==> src/verilog/sfid_params.svh <==
// Constants of the SPI FIFO, interrupt-source and DMA-trigger block
// How it works
// RQ1: Every slave-select output has its own polarity, active low by default.
// RQ2: Frame-pulse precede/coincide sub-modes invert the generated select polarity.
// RQ3: FIFOs hold 8 words of 16 bits, or 16 bytes in byte mode; the receive path adds a 2-entry output stage.
// RQ4: Software keeps frame widths at eight bits or fewer in byte mode.
// RQ5: Interrupt output asserts when any enabled source is active.
// RQ6: Receive DMA request uses the receive-level comparison.
// RQ7: Transmit DMA request uses the transmit-level comparison.
// RQ8: Master done sets once the last transmit element has shifted out.
// RQ9: Done precedes the last receive completion by one serial clock.
// RQ10: Transmit-empty is a level, active once the last element leaves.
// RQ11: Transmit-not-full is a level, active while one more element fits.
// RQ12: Transmit overflow sets on a write to a full transmit FIFO.
// RQ13: Underflow is a level in master mode, an event in slave mode.
// RQ14: Transmit level active while entry count is below the threshold.
// RQ15: Bus error sets when select drops in the middle of a frame.
// RQ16: Receive not-empty and full are levels of the receive FIFO.
// RQ17: Receive overflow sets on a hardware write into a full FIFO.
// RQ18: Receive underflow sets on a software read of an empty FIFO.
// RQ19: Receive level active while entry count exceeds the threshold.
// RQ20: Writing one clears a source; unchanged levels set again at once.
// RQ21: Event sources latch until software writes one to clear them.
// RQ22: Interrupt is the OR of every source ANDed with its enable.
`ifndef SFID_PARAMS_SVH
`define SFID_PARAMS_SVH

`define SFID_NSRC 12
`define SFID_SRC_DONE 0
`define SFID_SRC_TX_NOT_FULL 1
`define SFID_SRC_TX_EMPTY 2
`define SFID_SRC_TX_OVF 3
`define SFID_SRC_TX_UDF 4
`define SFID_SRC_TX_LVL 5
`define SFID_SRC_BUS_ERR 6
`define SFID_SRC_RX_NOT_EMPTY 7
`define SFID_SRC_RX_FULL 8
`define SFID_SRC_RX_OVF 9
`define SFID_SRC_RX_UDF 10
`define SFID_SRC_RX_LVL 11

`define SFID_SRC_RST 12'h000
`define SFID_SS_RST 4'hF
`define SFID_WORD_DEPTH 8
`define SFID_BYTE_DEPTH 16
`define SFID_OUT_DEPTH 2
`define SFID_DATA_W 16
`define SFID_BYTE_W 8

`endif

==> src/verilog/sfid_pkg.sv <==
// Types shared by the SPI FIFO, interrupt-source and DMA-trigger block
`include "sfid_params.svh"
package sfid_pkg;
  typedef logic [`SFID_NSRC-1:0] sfid_src_type;
  typedef enum logic [1:0] {
    SF_IDLE = 2'b01,
    SF_SEL = 2'b10
  } sfid_frame_type;
endpackage

==> src/verilog/sfid_fifo_if.sv <==
// Valid/ready carrier between a FIFO and the logic that fills and drains it
`timescale 1ns/1ps
`default_nettype none
interface sfid_fifo_if #(
  parameter int W = 16,
  parameter int CW = 5
);
  logic wr_valid;
  logic wr_ready;
  logic [W-1:0] wr_data;
  logic rd_valid;
  logic rd_ready;
  logic [W-1:0] rd_data;
  logic [CW-1:0] count;
  logic [CW-1:0] cap;
  modport store (
    input wr_valid, wr_data, rd_ready, cap,
    output wr_ready, rd_valid, rd_data, count
  );
  modport user (
    output wr_valid, wr_data, rd_ready, cap,
    input wr_ready, rd_valid, rd_data, count
  );
endinterface
`default_nettype wire

==> src/verilog/sfid_fifo.sv <==
// Circular FIFO with a run-time capacity limit at or below its array depth
`timescale 1ns/1ps
`default_nettype none
module sfid_fifo #(
  parameter int WIDTH = 16,
  parameter int DEPTH = 16,
  parameter int CW = 5
) (
  input wire logic clk_sys_i, // System clock
  input wire logic rst_b_i, // Synchronous reset, active low
  sfid_fifo_if.store f // Fill and drain sides
);
  import sfid_pkg::*;
  localparam int AW = (DEPTH > 1) ? $clog2(DEPTH) : 1;

  if (DEPTH < 2 || (DEPTH & (DEPTH - 1)) != 0 || CW < $clog2(DEPTH + 1))
    $error("sfid_fifo: DEPTH must be a power of two of at least 2");

  logic [WIDTH-1:0] mem [DEPTH];
  logic [AW-1:0] wr_ptr_ff;
  logic [AW-1:0] rd_ptr_ff;
  logic [CW-1:0] count_ff;
  logic push;
  logic pop;

  // Capacity below DEPTH still wraps cleanly: pointers run mod DEPTH
  assign f.wr_ready = count_ff < f.cap;
  assign f.rd_valid = count_ff != '0;
  assign f.rd_data = mem[rd_ptr_ff];
  assign f.count = count_ff;
  assign push = f.wr_valid & f.wr_ready;
  assign pop = f.rd_valid & f.rd_ready;

  always_ff @(posedge clk_sys_i) begin
    if (push) begin
      mem[wr_ptr_ff] <= f.wr_data;
    end
  end

  always_ff @(posedge clk_sys_i) begin
    if (!rst_b_i) begin
      wr_ptr_ff <= '0;
      rd_ptr_ff <= '0;
      count_ff <= '0;
    end else begin
      wr_ptr_ff <= wr_ptr_ff + AW'(push);
      rd_ptr_ff <= rd_ptr_ff + AW'(pop);
      count_ff <= count_ff + CW'(push) - CW'(pop);
    end
  end
endmodule
`default_nettype wire

==> src/verilog/sfid_top.sv <==
// SPI FIFOs, interrupt sources, DMA triggers and slave-select polarity
`timescale 1ns/1ps
`default_nettype none
`include "sfid_params.svh"
module sfid_top #(
  parameter int WORD_DEPTH = `SFID_WORD_DEPTH,
  parameter int BYTE_DEPTH = `SFID_BYTE_DEPTH,
  parameter int CW = $clog2(`SFID_BYTE_DEPTH + 1)
) (
  input wire logic clk_sys_i, // System clock, 50 MHz
  input wire logic rst_b_i, // Synchronous reset, active low
  input wire logic master_mode_i, // 1 master, 0 slave
  input wire logic byte_mode_i, // 1 selects 8-bit wide, double-depth FIFOs
  input wire logic ti_precede_i, // Frame-pulse precede/coincide sub-mode
  input wire logic cpol_i, // Idle level of the serial clock
  input wire logic [3:0] ss_polarity_i, // Per line: 1 active high
  input wire logic [4:0] frame_bits_i, // Frame width, 4 to 16
  input wire logic [3:0] ss_active_i, // Shifter wants each line selected
  output logic [3:0] slave_select_lines_o, // Select pins, master mode
  input wire logic spi_sclk_i, // Serial clock pin, slave mode
  input wire logic spi_ss_i, // Select pin, slave mode
  input wire logic tx_wr_valid_i, // Software writes a transmit element
  input wire logic [15:0] tx_wr_data_i, // Transmit element
  output logic tx_rd_valid_o, // Transmit element ready for the shifter
  output logic [15:0] tx_rd_data_o, // Head of the transmit FIFO
  input wire logic tx_rd_ready_i, // Shifter takes the head element
  input wire logic shift_busy_i, // Shifter holds an element in progress
  input wire logic rx_wr_valid_i, // Shifter delivers a received element
  input wire logic [15:0] rx_wr_data_i, // Received element
  output logic rx_rd_valid_o, // Received element available to software
  output logic [15:0] rx_rd_data_o, // Oldest received element
  input wire logic rx_rd_ready_i, // Software reads a received element
  input wire logic [CW-1:0] tx_level_i, // Transmit threshold
  input wire logic [CW-1:0] rx_level_i, // Receive threshold
  input wire logic [11:0] irq_en_i, // Source enables
  input wire logic [11:0] src_clr_i, // Write-one-to-clear strobes
  output logic [11:0] src_status_o, // Source bits
  output logic irq_o, // Interrupt, active high
  output logic tx_dma_request_o, // Transmit DMA trigger
  output logic rx_dma_request_o // Receive DMA trigger
);
  import sfid_pkg::*;

  if (BYTE_DEPTH != 2 * WORD_DEPTH || CW != $clog2(BYTE_DEPTH + 1))
    $error("sfid_top: BYTE_DEPTH must be twice WORD_DEPTH");

  logic [CW-1:0] cap;
  logic [15:0] tx_in;
  logic [15:0] rx_in;
  logic tx_empty;
  logic rx_full;

  sfid_fifo_if #(.W(`SFID_DATA_W), .CW(CW)) tx_if ();
  sfid_fifo_if #(.W(`SFID_DATA_W), .CW(CW)) rx_if ();
  sfid_fifo_if #(.W(`SFID_DATA_W), .CW(CW)) rxb_if ();

  // Byte mode trades width for depth; change it only while the FIFOs are idle
  assign cap = byte_mode_i ? CW'(BYTE_DEPTH) : CW'(WORD_DEPTH); // RQ3
  // Upper byte is dropped in byte mode; frames must fit eight bits
  assign tx_in = byte_mode_i ? {8'h00, tx_wr_data_i[7:0]} : tx_wr_data_i; // RQ4
  assign rx_in = byte_mode_i ? {8'h00, rx_wr_data_i[7:0]} : rx_wr_data_i;

  assign tx_if.wr_valid = tx_wr_valid_i;
  assign tx_if.wr_data = tx_in;
  assign tx_if.rd_ready = tx_rd_ready_i;
  assign tx_if.cap = cap;
  assign tx_rd_valid_o = tx_if.rd_valid;
  assign tx_rd_data_o = tx_if.rd_data;

  assign rx_if.wr_valid = rx_wr_valid_i;
  assign rx_if.wr_data = rx_in;
  assign rx_if.rd_ready = rxb_if.wr_ready;
  assign rx_if.cap = cap;

  // Output stage absorbs a stalled reader; the FIFO behind it then fills
  assign rxb_if.wr_valid = rx_if.rd_valid;
  assign rxb_if.wr_data = rx_if.rd_data;
  assign rxb_if.rd_ready = rx_rd_ready_i;
  assign rxb_if.cap = CW'(`SFID_OUT_DEPTH);
  assign rx_rd_valid_o = rxb_if.rd_valid;
  assign rx_rd_data_o = rxb_if.rd_data;

  sfid_fifo #(.WIDTH(`SFID_DATA_W), .DEPTH(BYTE_DEPTH), .CW(CW)) u_tx_fifo (
    .clk_sys_i(clk_sys_i),
    .rst_b_i(rst_b_i),
    .f(tx_if.store)
  );

  sfid_fifo #(.WIDTH(`SFID_DATA_W), .DEPTH(BYTE_DEPTH), .CW(CW)) u_rx_fifo (
    .clk_sys_i(clk_sys_i),
    .rst_b_i(rst_b_i),
    .f(rx_if.store)
  );

  sfid_fifo #(.WIDTH(`SFID_DATA_W), .DEPTH(`SFID_OUT_DEPTH), .CW(CW)) u_rx_out (
    .clk_sys_i(clk_sys_i),
    .rst_b_i(rst_b_i),
    .f(rxb_if.store)
  );

  assign tx_empty = tx_if.count == '0;
  assign rx_full = rx_if.count == cap;

  // Slave-select outputs
  logic [3:0] nxt_ss;
  assign nxt_ss = ss_active_i ^ ~ss_polarity_i ^ {4{ti_precede_i}}; // RQ1 RQ2

  always_ff @(posedge clk_sys_i) begin
    if (!rst_b_i) begin
      slave_select_lines_o <= `SFID_SS_RST;
    end else begin
      slave_select_lines_o <= nxt_ss;
    end
  end

  // Pin synchronisers; first stage feeds only the second
  logic sclk_meta_ff;
  logic sclk_sync_ff;
  logic sclk_prev_ff;
  logic ss_meta_ff;
  logic ss_sync_ff;

  always_ff @(posedge clk_sys_i) begin
    if (!rst_b_i) begin
      sclk_meta_ff <= 1'b0;
      sclk_sync_ff <= 1'b0;
      sclk_prev_ff <= 1'b0;
      ss_meta_ff <= 1'b1;
      ss_sync_ff <= 1'b1;
    end else begin
      sclk_meta_ff <= spi_sclk_i;
      sclk_sync_ff <= sclk_meta_ff;
      sclk_prev_ff <= sclk_sync_ff;
      ss_meta_ff <= spi_ss_i;
      ss_sync_ff <= ss_meta_ff;
    end
  end

  // Slave frame tracking on the sampled serial clock
  logic lead_edge;
  logic ss_sel;
  logic slave_udf_evt;
  logic bus_err_evt;
  sfid_frame_type frame_ff;
  logic [4:0] bitcnt_ff;

  assign lead_edge = (sclk_sync_ff != sclk_prev_ff) && (sclk_sync_ff != cpol_i);
  assign ss_sel = ss_sync_ff ~^ ss_polarity_i[0];
  assign bus_err_evt = (frame_ff == SF_SEL) && !ss_sel &&
                       (bitcnt_ff != 5'h00); // RQ15
  assign slave_udf_evt = (frame_ff == SF_SEL) && ss_sel && lead_edge &&
                         (bitcnt_ff == 5'h00) && tx_empty; // RQ13

  always_ff @(posedge clk_sys_i) begin
    if (!rst_b_i) begin
      frame_ff <= SF_IDLE;
      bitcnt_ff <= 5'h00;
    end else begin
      case (frame_ff)
        SF_IDLE: begin
          bitcnt_ff <= 5'h00;
          if (!master_mode_i && ss_sel) begin
            frame_ff <= SF_SEL;
          end
        end
        SF_SEL: begin
          if (master_mode_i || !ss_sel) begin
            frame_ff <= SF_IDLE;
          end else if (lead_edge) begin
            if (bitcnt_ff >= frame_bits_i - 5'h01) begin
              bitcnt_ff <= 5'h00;
            end else begin
              bitcnt_ff <= bitcnt_ff + 5'h01;
            end
          end
        end
        default: begin
          frame_ff <= SF_IDLE;
        end
      endcase
    end
  end

  // Master done: the shifter goes idle with nothing left in the FIFO.
  // The shifter reports idle one serial clock before the last receive ends.
  logic busy_prev_ff;
  logic done_evt;

  always_ff @(posedge clk_sys_i) begin
    if (!rst_b_i) begin
      busy_prev_ff <= 1'b0;
    end else begin
      busy_prev_ff <= shift_busy_i;
    end
  end

  assign done_evt = master_mode_i && busy_prev_ff && !shift_busy_i &&
                    tx_empty; // RQ8 RQ9

  // Interrupt sources
  sfid_src_type src_set;
  sfid_src_type src_ff;
  sfid_src_type nxt_src;

  always_comb begin
    src_set = `SFID_SRC_RST;
    src_set[`SFID_SRC_DONE] = done_evt;
    src_set[`SFID_SRC_TX_NOT_FULL] = tx_if.count < cap; // RQ11
    src_set[`SFID_SRC_TX_EMPTY] = tx_empty; // RQ10
    src_set[`SFID_SRC_TX_OVF] = tx_wr_valid_i && !tx_if.wr_ready; // RQ12
    src_set[`SFID_SRC_TX_UDF] = master_mode_i ?
                                (tx_empty && !shift_busy_i) :
                                slave_udf_evt; // RQ13
    src_set[`SFID_SRC_TX_LVL] = tx_if.count < tx_level_i; // RQ14
    src_set[`SFID_SRC_BUS_ERR] = bus_err_evt;
    src_set[`SFID_SRC_RX_NOT_EMPTY] = rxb_if.rd_valid; // RQ16
    src_set[`SFID_SRC_RX_FULL] = rx_full; // RQ16
    src_set[`SFID_SRC_RX_OVF] = rx_wr_valid_i && !rx_if.wr_ready; // RQ17
    src_set[`SFID_SRC_RX_UDF] = rx_rd_ready_i && !rxb_if.rd_valid; // RQ18
    src_set[`SFID_SRC_RX_LVL] = rx_if.count > rx_level_i; // RQ19
  end

  // A set in the clearing cycle wins, so levels re-set and no event is lost
  assign nxt_src = src_set | (src_ff & ~src_clr_i); // RQ20 RQ21

  always_ff @(posedge clk_sys_i) begin
    if (!rst_b_i) begin
      src_ff <= `SFID_SRC_RST;
    end else begin
      src_ff <= nxt_src;
    end
  end

  assign src_status_o = src_ff;

  always_ff @(posedge clk_sys_i) begin
    if (!rst_b_i) begin
      irq_o <= 1'b0;
    end else begin
      irq_o <= |(src_ff & irq_en_i); // RQ5 RQ22
    end
  end

  always_ff @(posedge clk_sys_i) begin
    if (!rst_b_i) begin
      tx_dma_request_o <= 1'b0;
      rx_dma_request_o <= 1'b0;
    end else begin
      tx_dma_request_o <= tx_if.count < tx_level_i; // RQ7
      rx_dma_request_o <= rx_if.count > rx_level_i; // RQ6
    end
  end
endmodule
`default_nettype wire

==> config.mk <==
export PLATFORM = sky130hd
export DESIGN_NAME = sfid_top
export DESIGN_NICKNAME = d
export VERILOG_FILES = /design/src/verilog/sfid_pkg.sv /design/src/verilog/sfid_fifo_if.sv /design/src/verilog/sfid_fifo.sv /design/src/verilog/sfid_top.sv
export VERILOG_INCLUDE_DIRS = /design/src /design/src/verilog
export SDC_FILE = /design/constraint.sdc
export NUM_CORES = 1
export LEC_CHECK = 0
export ABC_AREA = 1
export BUFFER_PORTS_ARGS = -buffer_cell sky130_fd_sc_hd__buf_2
export CORE_MARGIN = 4
export CORE_UTILIZATION = 55
export DETAILED_ROUTE_END_ITERATION = 12
export HOLD_SLACK_MARGIN = 0.05
export PLACE_DENSITY_LB_ADDON = 0.12
export SYNTH_ARGS = -nofsm -noshare
export SYNTH_HDL_FRONTEND = slang
export SYNTH_SLANG_ARGS = --single-unit
export TNS_END_PERCENT = 50
==> constraint.sdc <==
create_clock -name clk_sys_i -period 3.77 [get_ports clk_sys_i]
set_input_delay 0.377 -clock clk_sys_i [delete_from_list [all_inputs] [get_ports clk_sys_i]]
set_output_delay 0.377 -clock clk_sys_i [all_outputs]
set_load 0.01 [all_outputs]
==> results of run 1 <==
[state kept, by name (all words and copies together), names as in the netlist, 2 cells and up, named ones only]
signal / flops
bitcnt_ff: 5
frame_ff: 2
slave_select_lines_o: 4
src_status_o: 12
u_rx_fifo.f.count: 5
u_rx_fifo.mem: 256
u_rx_fifo.rd_ptr_ff: 4
u_rx_fifo.wr_ptr_ff: 4
u_rx_out.f.count: 5
u_rx_out.mem: 32
u_tx_fifo.f.count: 5
u_tx_fifo.mem: 256
u_tx_fifo.rd_ptr_ff: 4
u_tx_fifo.wr_ptr_ff: 4
[through the flow]
| step | util | std cells | area, um^2 | worst slack, ps |
|---|---|---|---|---|
| 6_report | 0.638 | 2967 | 29100 | 774 |
| 4_1_cts | 0.638 | 2967 | 29100 | 781 |
| 2_1_floorplan | - | 2165 | 25600 | 778 |
| 3_5_place_dp | 0.592 | 2839 | 27000 | 822 |
| 3_3_place_gp | 0.592 | 2839 | 27000 | 921 |
| 5_1_grt | 0.638 | 2967 | 29100 | 577 |
[layout make-up]
class	count	area, um^2
clock buffers	96	1790
inverters	267	1000
well taps	600	751
repair buffers	205	1310
fillers	3501	16600
clock inverters	15	128
flip-flops and latches	610	17700
multi-input cells	1174	6470
[cell usage after synthesis (4+ instances only)]
master	number	area share
nand3_1	153	0.030
inv_1	259	0.038
xor2_1	10	0.0034
nand4_1	4	0.00098
or2_2	6	0.0015
buf_6	7	0.0031
nor2_2	46	0.011
clkbuf_1	51	0.0075
buf_2	39	0.0076
edfxtp_1	544	0.64
a22o_1	6	0.0021
buf_1	8	0.0012
o21ai_0	161	0.031
o21ai_1	54	0.011
a21oi_1	107	0.021
nor3_1	5	0.00098
nand2_1	188	0.028
ha_1	49	0.024
mux2_2	16	0.0070
inv_2	6	0.00088
dfxtp_1	66	0.052
xnor2_1	8	0.0027
o211ai_1	128	0.037
buf_4	7	0.0021
nor2_1	221	0.032
[power groups by stage]
| stage | logic, mW | registers (mW) | clock network [mW] |
|---|---|---|---|
| finish | 3.91 | 8.22 | 5.79 |
| global route | 4.40 | 8.27 | 6.20 |
| floorplan | 2.81 | 8.18 | 0 |
| CTS | 3.93 | 8.23 | 5.89 |
| detailed placement | 3.88 | 8.37 | 0 |
| global placement | 3.81 | 8.35 | 0 |
[cells by family after synthesis]
family | Yosys count
compound gates | 463
xor+xnor | 18
buf+inv | 381
flops | 610
fa+ha+maj | 52
simple gates | 625
mux | 16
[path summary, 6_finish.rpt]
kind / slack [ps] / depth (start not counted) / endpoint
max: 770 / 6 / tx_rd_data_o[1]
min: 90 / 4 / src_status_o[2]
max reg2reg: 1030 / 6 / u_rx_fifo.mem[6][3]
min reg2reg: 410 / 1 / ss_sync_ff
[layer usage]
metal,vias up,wire length (um),track usage
li1,7885,-,-
met1,8041,27200,0.363
met2,598,26600,0.350
met3,75,4420,0.0377
met4,0,1050,0.0597
met5,-,0,0
[tightest hold or removal path, cell delays in order]
cell	delay, ps
buf_2	80
nor2_1	40
nor2_1	100
nor2_1	40
[what timing repair did]
action | 4_1_cts | 5_1_grt
buffers inserted | 0 | 0
hold buffers | 17 | 0
hold endpoints to repair | 18 | 0
==> key figures, run 1 <==
Setup path
  • CP arrival: 2620 ps
  • Startpoint types: register
  • Worst R2R Start: u_rx_fifo.f.count[4]
  • CP max-delay cell: dfxtp_4
  • Setup Crit Path Kind: register to primary output
  • Critical Path Fanout Max: 52
  • Critical Path End Type: primary output
  • Crit path buffers/inverters: 2
  • Worst setup path start: u_tx_fifo.rd_ptr_ff[1]
  • Crit-path cells: buf_4, o21ai_0, o211ai_1, nand3_1, nand2_1, buf_2
  • Worst EP required: 3390 ps
  • Worst path max stage delay: 720 ps
  • CP top delay family: flip-flops

Drt
  • Routed vias: 16600
  • Drt wl/cell: 20.0 um
  • # DRC: 0
  • Via density per instance: 5.59
  • Antenna Violating Nets Remaining: 0
  • 1st-iter DRT viols: 1810
  • Total routed wirelength: 59300 um
  • Initial DRT Pass Iterations: 6

Floorplanning
  • Total die area: 50100 um^2
  • I/O pin total: 145
  • Die H: 224 um
  • Horiz. Die Dim: 224 um
  • Std-Cell Rows: 78
  • Starting Density: 0.561
  • Core area: 45700 um^2

Timing
  • Total Neg Setup Slack: 0 ps
  • Period utilization: 0.795
  • RSZ-0062 raised after global routing: false
  • Skew final: 20.8 ps
  • Final setup violation count: 0
  • Final Hold Vio Count: 0
  • Fmax: 334 MHz
  • Min cycle time layout: 3000 ps
  • Worst hold margin: 89.9 ps
  • Slew Limit Fails: 0
  • Rel. slew slack: 0.160
  • Worst Tran Pin Value: 1250 ps

Clock tree
  • Root Driver: clkbuf_16
  • CTS tree: yes
  • CTS sink count: 610
  • Worst skew pair latency: 610 ps
  • Clock-pin slew on the worst setup and hold paths: 60 ps
  • Post-cts sizing count: 0
  • Clock buffer depth: 3
  • CTS Buf Count: 60
  • H-tree levels: 2

Pwr
  • Sequential Power Share: 0.459
  • Clock power frac: 0.323
  • Worst VDD drop: 0.358 mV
  • Net switching power: 5.29 mW
  • Combinational power share: 0.218
  • Switching Fraction: 0.295
  • Pleak: 10.8 nW
  • Power density cells: 616 nW/um^2
  • Pwr Total: 17.9 mW
  • Internal Pwr Total: 12.6 mW

Synth
  • Adder-Cell Fraction of Synth Area: 0.0263
  • Syn. warnings: 0
  • Most common flop cell mapped by yosys: edfxtp_1
  • Number of synthesized flops with an enable pin: 544
  • Largest family of logic cells by synthesized area: simple AND/OR/NAND/NOR gates
  • Post-synthesis sequential area ratio: 0.689
  • Seq cells post-synth: 610
  • Distinct cell type count after synthesis: 36
  • Syn Nets: 2309
  • Compound-Gate Fraction of Synth Area: 0.105
  • Cells after Synth: 2165
  • Simple-gate share of the synthesized area: 0.105
  • Mux share of post-synthesis cell area: 0.00703
  • Syn_area_per_cell: 11.8 um^2
  • Mapped Area: 25600 um^2
  • Ys async rst share: 0
  • Post-Synth XOR/XNOR Area: 0.00615

Global routing
  • Initial antenna violation count: 1
  • Total grt overflow: 0
  • Vias in the first global route: 15900
  • GRT Overall Usage: 0.234
  • First-pass GRT wire length: 91200 um
  • Largest net degree at the start of global routing: 140

Final layout
  • Final net count: 2462
  • Syn-to-layout area delta: 13.7%
  • Share of cells above drive strength 1: 0.164
  • # diodes: 0
  • Most frequent cells in the layout: 544 x edfxtp_1, 259 x inv_1, 188 x nand2_1
  • Most common cell after layout, fill and taps aside: edfxtp_1

Place
  • DP HPWL: 37000 um
  • GPL Wtd Cong: 0.862
  • Port bufs: 144

Run status
  • Status: finished, final reports clean

Worst hold path
  • Hold Crit Class: input pin to register
  • Hold path start: src_clr_i[2]

Run
  • Max Cap Violations: 0
(Power assumes the default switching activity.)
==> run 2: changes to the inputs <==
Settings changed: ABC_AREA 1 to 0.
Clock period 3.77 ns to 2.74 ns, I/O delays scaled along.
==> key figures, run 2 <==
Drt
  • Total routed wirelength: 50800 um
  • Routed vias: 12000
  • 1st-iter DRT viols: 921
  • Initial DRT Pass Iterations: 5
  • Drt wl/cell: 24.0 um
  • Via density per instance: 5.69
  • Antenna Violating Nets Remaining: 0
  • # DRC: 0

Setup path
  • Worst EP required: 2470 ps
  • CP arrival: 2480 ps
  • Startpoint types: register
  • Critical Path End Type: primary output
  • Setup Crit Path Kind: register to primary output
  • Critical Path Fanout Max: 6

Timing
  • Worst Tran Pin Value: 1120 ps
  • Skew final: 29.9 ps
  • Final Hold Vio Count: 0
  • Total Neg Setup Slack: -38.7 ps
  • Min cycle time layout: 2750 ps
  • Final setup violation count: 6
  • Worst hold margin: 103 ps
  • Period utilization: 1.01
  • Setup WS post-layout: -14.7 ps
  • Slew Limit Fails: 0
  • Fmax: 363 MHz
  • RSZ-0062 raised after global routing: true
  • Rel. slew slack: 0.253

Global routing
  • Total grt overflow: 0
  • GRT Overall Usage: 0.220
  • Largest net degree at the start of global routing: 67
  • Vias in the first global route: 12800
  • Initial antenna violation count: 2
  • First-pass GRT wire length: 78000 um

Floorplanning
  • Std-Cell Rows: 76
  • I/O pin total: 145
  • Total die area: 47300 um^2
  • Core area: 43300 um^2
  • Horiz. Die Dim: 218 um
  • Starting Density: 0.558
  • Die H: 218 um

Synth
  • Syn Nets: 1345
  • Number of synthesized flops with an enable pin: 544
  • Syn_area_per_cell: 20.1 um^2
  • Mapped Area: 24200 um^2
  • Post-synthesis sequential area ratio: 0.731
  • Most common flop cell mapped by yosys: edfxtp_1
  • Ys async rst share: 0
  • Cells after Synth: 1201
  • Leading area contributor after synthesis: edfxtp_1
  • Synth area leaders: edfxtp_1 68%, mux4_2 15%, dfxtp_1 5.5%, ha_1 2.5%, nor2_1 0.93%
  • Top cell type's share of synthesized area: 0.676
  • Most frequent cell after synthesis: edfxtp_1
  • Syn. warnings: 0
  • Seq cells post-synth: 610
  • Most frequent cells after synthesis: 544 x edfxtp_1, 160 x mux4_2, 66 x dfxtp_1, 60 x nor2_1, 49 x ha_1
  • Distinct cell type count after synthesis: 55

Clock tree
  • Worst skew pair latency: 630 ps
  • CTS tree: yes
  • Clock-pin slew on the worst setup and hold paths: 60 ps
  • H-tree levels: 2
  • CTS sink count: 610
  • Clock buffer depth: 3
  • CTS Buf Count: 59
  • Root Driver: clkbuf_16

Final layout
  • Syn-to-layout area delta: 20.4%
  • Final std cells w/o fill: 2116
  • Most frequent cells in the layout: 544 x edfxtp_1, 160 x mux4_2, 136 x buf_2
  • Share of cells above drive strength 1: 0.354
  • Biggest regs: u_rx_fifo.mem x256, u_tx_fifo.mem x256, u_rx_out.mem x32
  • Design area: 29100 um^2
  • Final net count: 1625
  • Most common cell after layout, fill and taps aside: edfxtp_1

Pwr
  • Pleak: 9.88 nW
  • Worst VDD drop: 0.721 mV
  • Power density cells: 873 nW/um^2

Place
  • Port bufs: 144
  • DP Cell Count: 1948
  • GPL Wtd Cong: 0.801
  • Placed inst area: 26400 um^2
  • DP HPWL: 30800 um

Run status
  • Status: finished with violations
  • Failing checks: negative setup slack

Run
  • Max Cap Violations: 0

Worst hold path
  • Hold Crit Class: input pin to register
-- run 2: changes by cell type in the layout (fill, tap and decap cells not counted), sizes merged, moves of 15 or more --
cell         change
o21ai          -205
o211ai         -126
nand3          -145
xnor2           +15
nand2          -171
mux4           +160
nor2           -207
nor2b           +23
and2            +17
clkbuf          -24
a21oi           -86
inv            -222
dlygate4sd3     +31
buf             +35
-- run 2: where the power goes --
part	switching, mW	total (mW)	internal [mW]	leakage (nW)
combinational	2.83	5.91	3.09	3.41
sequential	0.293	11.1	10.8	5.49
clock	3.40	8.35	4.95	0.975
-- run 2: stage by stage --
step | worst slack (ps) | total power, mW | util
floorplan | -110 | 14.9 | -
global route | -116 | 26.6 | 0.672
detailed placement | -37.6 | 16.9 | 0.609
CTS | -85.6 | 25.6 | 0.672
finish | -14.7 | 25.4 | 0.672
global placement | 102 | 16.8 | 0.609
-- run 2: layout make-up --
| cell class | count | area (um^2) |
|---|---|---|
| sequential | 610 | 17700 |
| inverter | 45 | 169 |
| fill | 2847 | 14200 |
| multi-input combinational | 494 | 6250 |
| antenna | 1 | 2.50 |
| timing repair buffer | 271 | 2270 |
| tap | 585 | 732 |
| clock buffer | 72 | 1550 |
| clock inverter | 38 | 450 |
-- run 2: kinds of logic (layout without fill, tap and decap cells) --
logic type	count (synthesis)	count (layout)	share of synthesized area
other	0	1	0
adder cells (fa/ha/maj)	52	52	0.0279
AND/OR/NAND/NOR	177	177	0.0394
multiplexers	176	176	0.157
AO/OA/AOI/OAI	58	58	0.0168
XOR/XNOR	31	31	0.0112
flip-flops	610	610	0.731
buffers and inverters	97	426	0.0170
-- run 2: metal layers --
| metal | share of wire | global-route usage | vias to the layer above |
|---|---|---|---|
| li1 | - | - | 5399 |
| met1 | 0.39 | 0.280 | 6291 |
| met2 | 0.54 | 0.394 | 262 |
| met3 | 0.039 | 0.0312 | 90 |
| met4 | 0.028 | 0.0725 | 0 |
| met5 | 0 | 0 | - |
-- run 2: worst paths after layout --
check / startpoint / end / slack (ps) / depth (start not counted)
worst min-delay path: rst_b_i / slave_select_lines_o[0] / 100 / 3
worst max register to register: u_rx_out.f.count[2] / u_rx_out.f.count[4] / 100 / 12
worst min register to register: ss_meta_ff / ss_sync_ff / 420 / 1
worst max-delay path: u_tx_fifo.rd_ptr_ff[0] / tx_rd_data_o[3] / -10 / 6
-- run 2: repair_timing --
item	CTS	global route
endpoints found under the setup margin	16	19
pin swaps	0	0
gates resized for setup	16	15
hold buffers	48	0
endpoints found under the hold margin	267	0
gates cloned	4	0
buffers inserted	7	0
-- run 2: critical path, stage by stage, from the launching register on --
cell and delay [ps]:
dfxtp_4 360, buf_12 130, buf_8 130, buf_16 130
mux4_2 500, mux4_2 470, buf_6 140
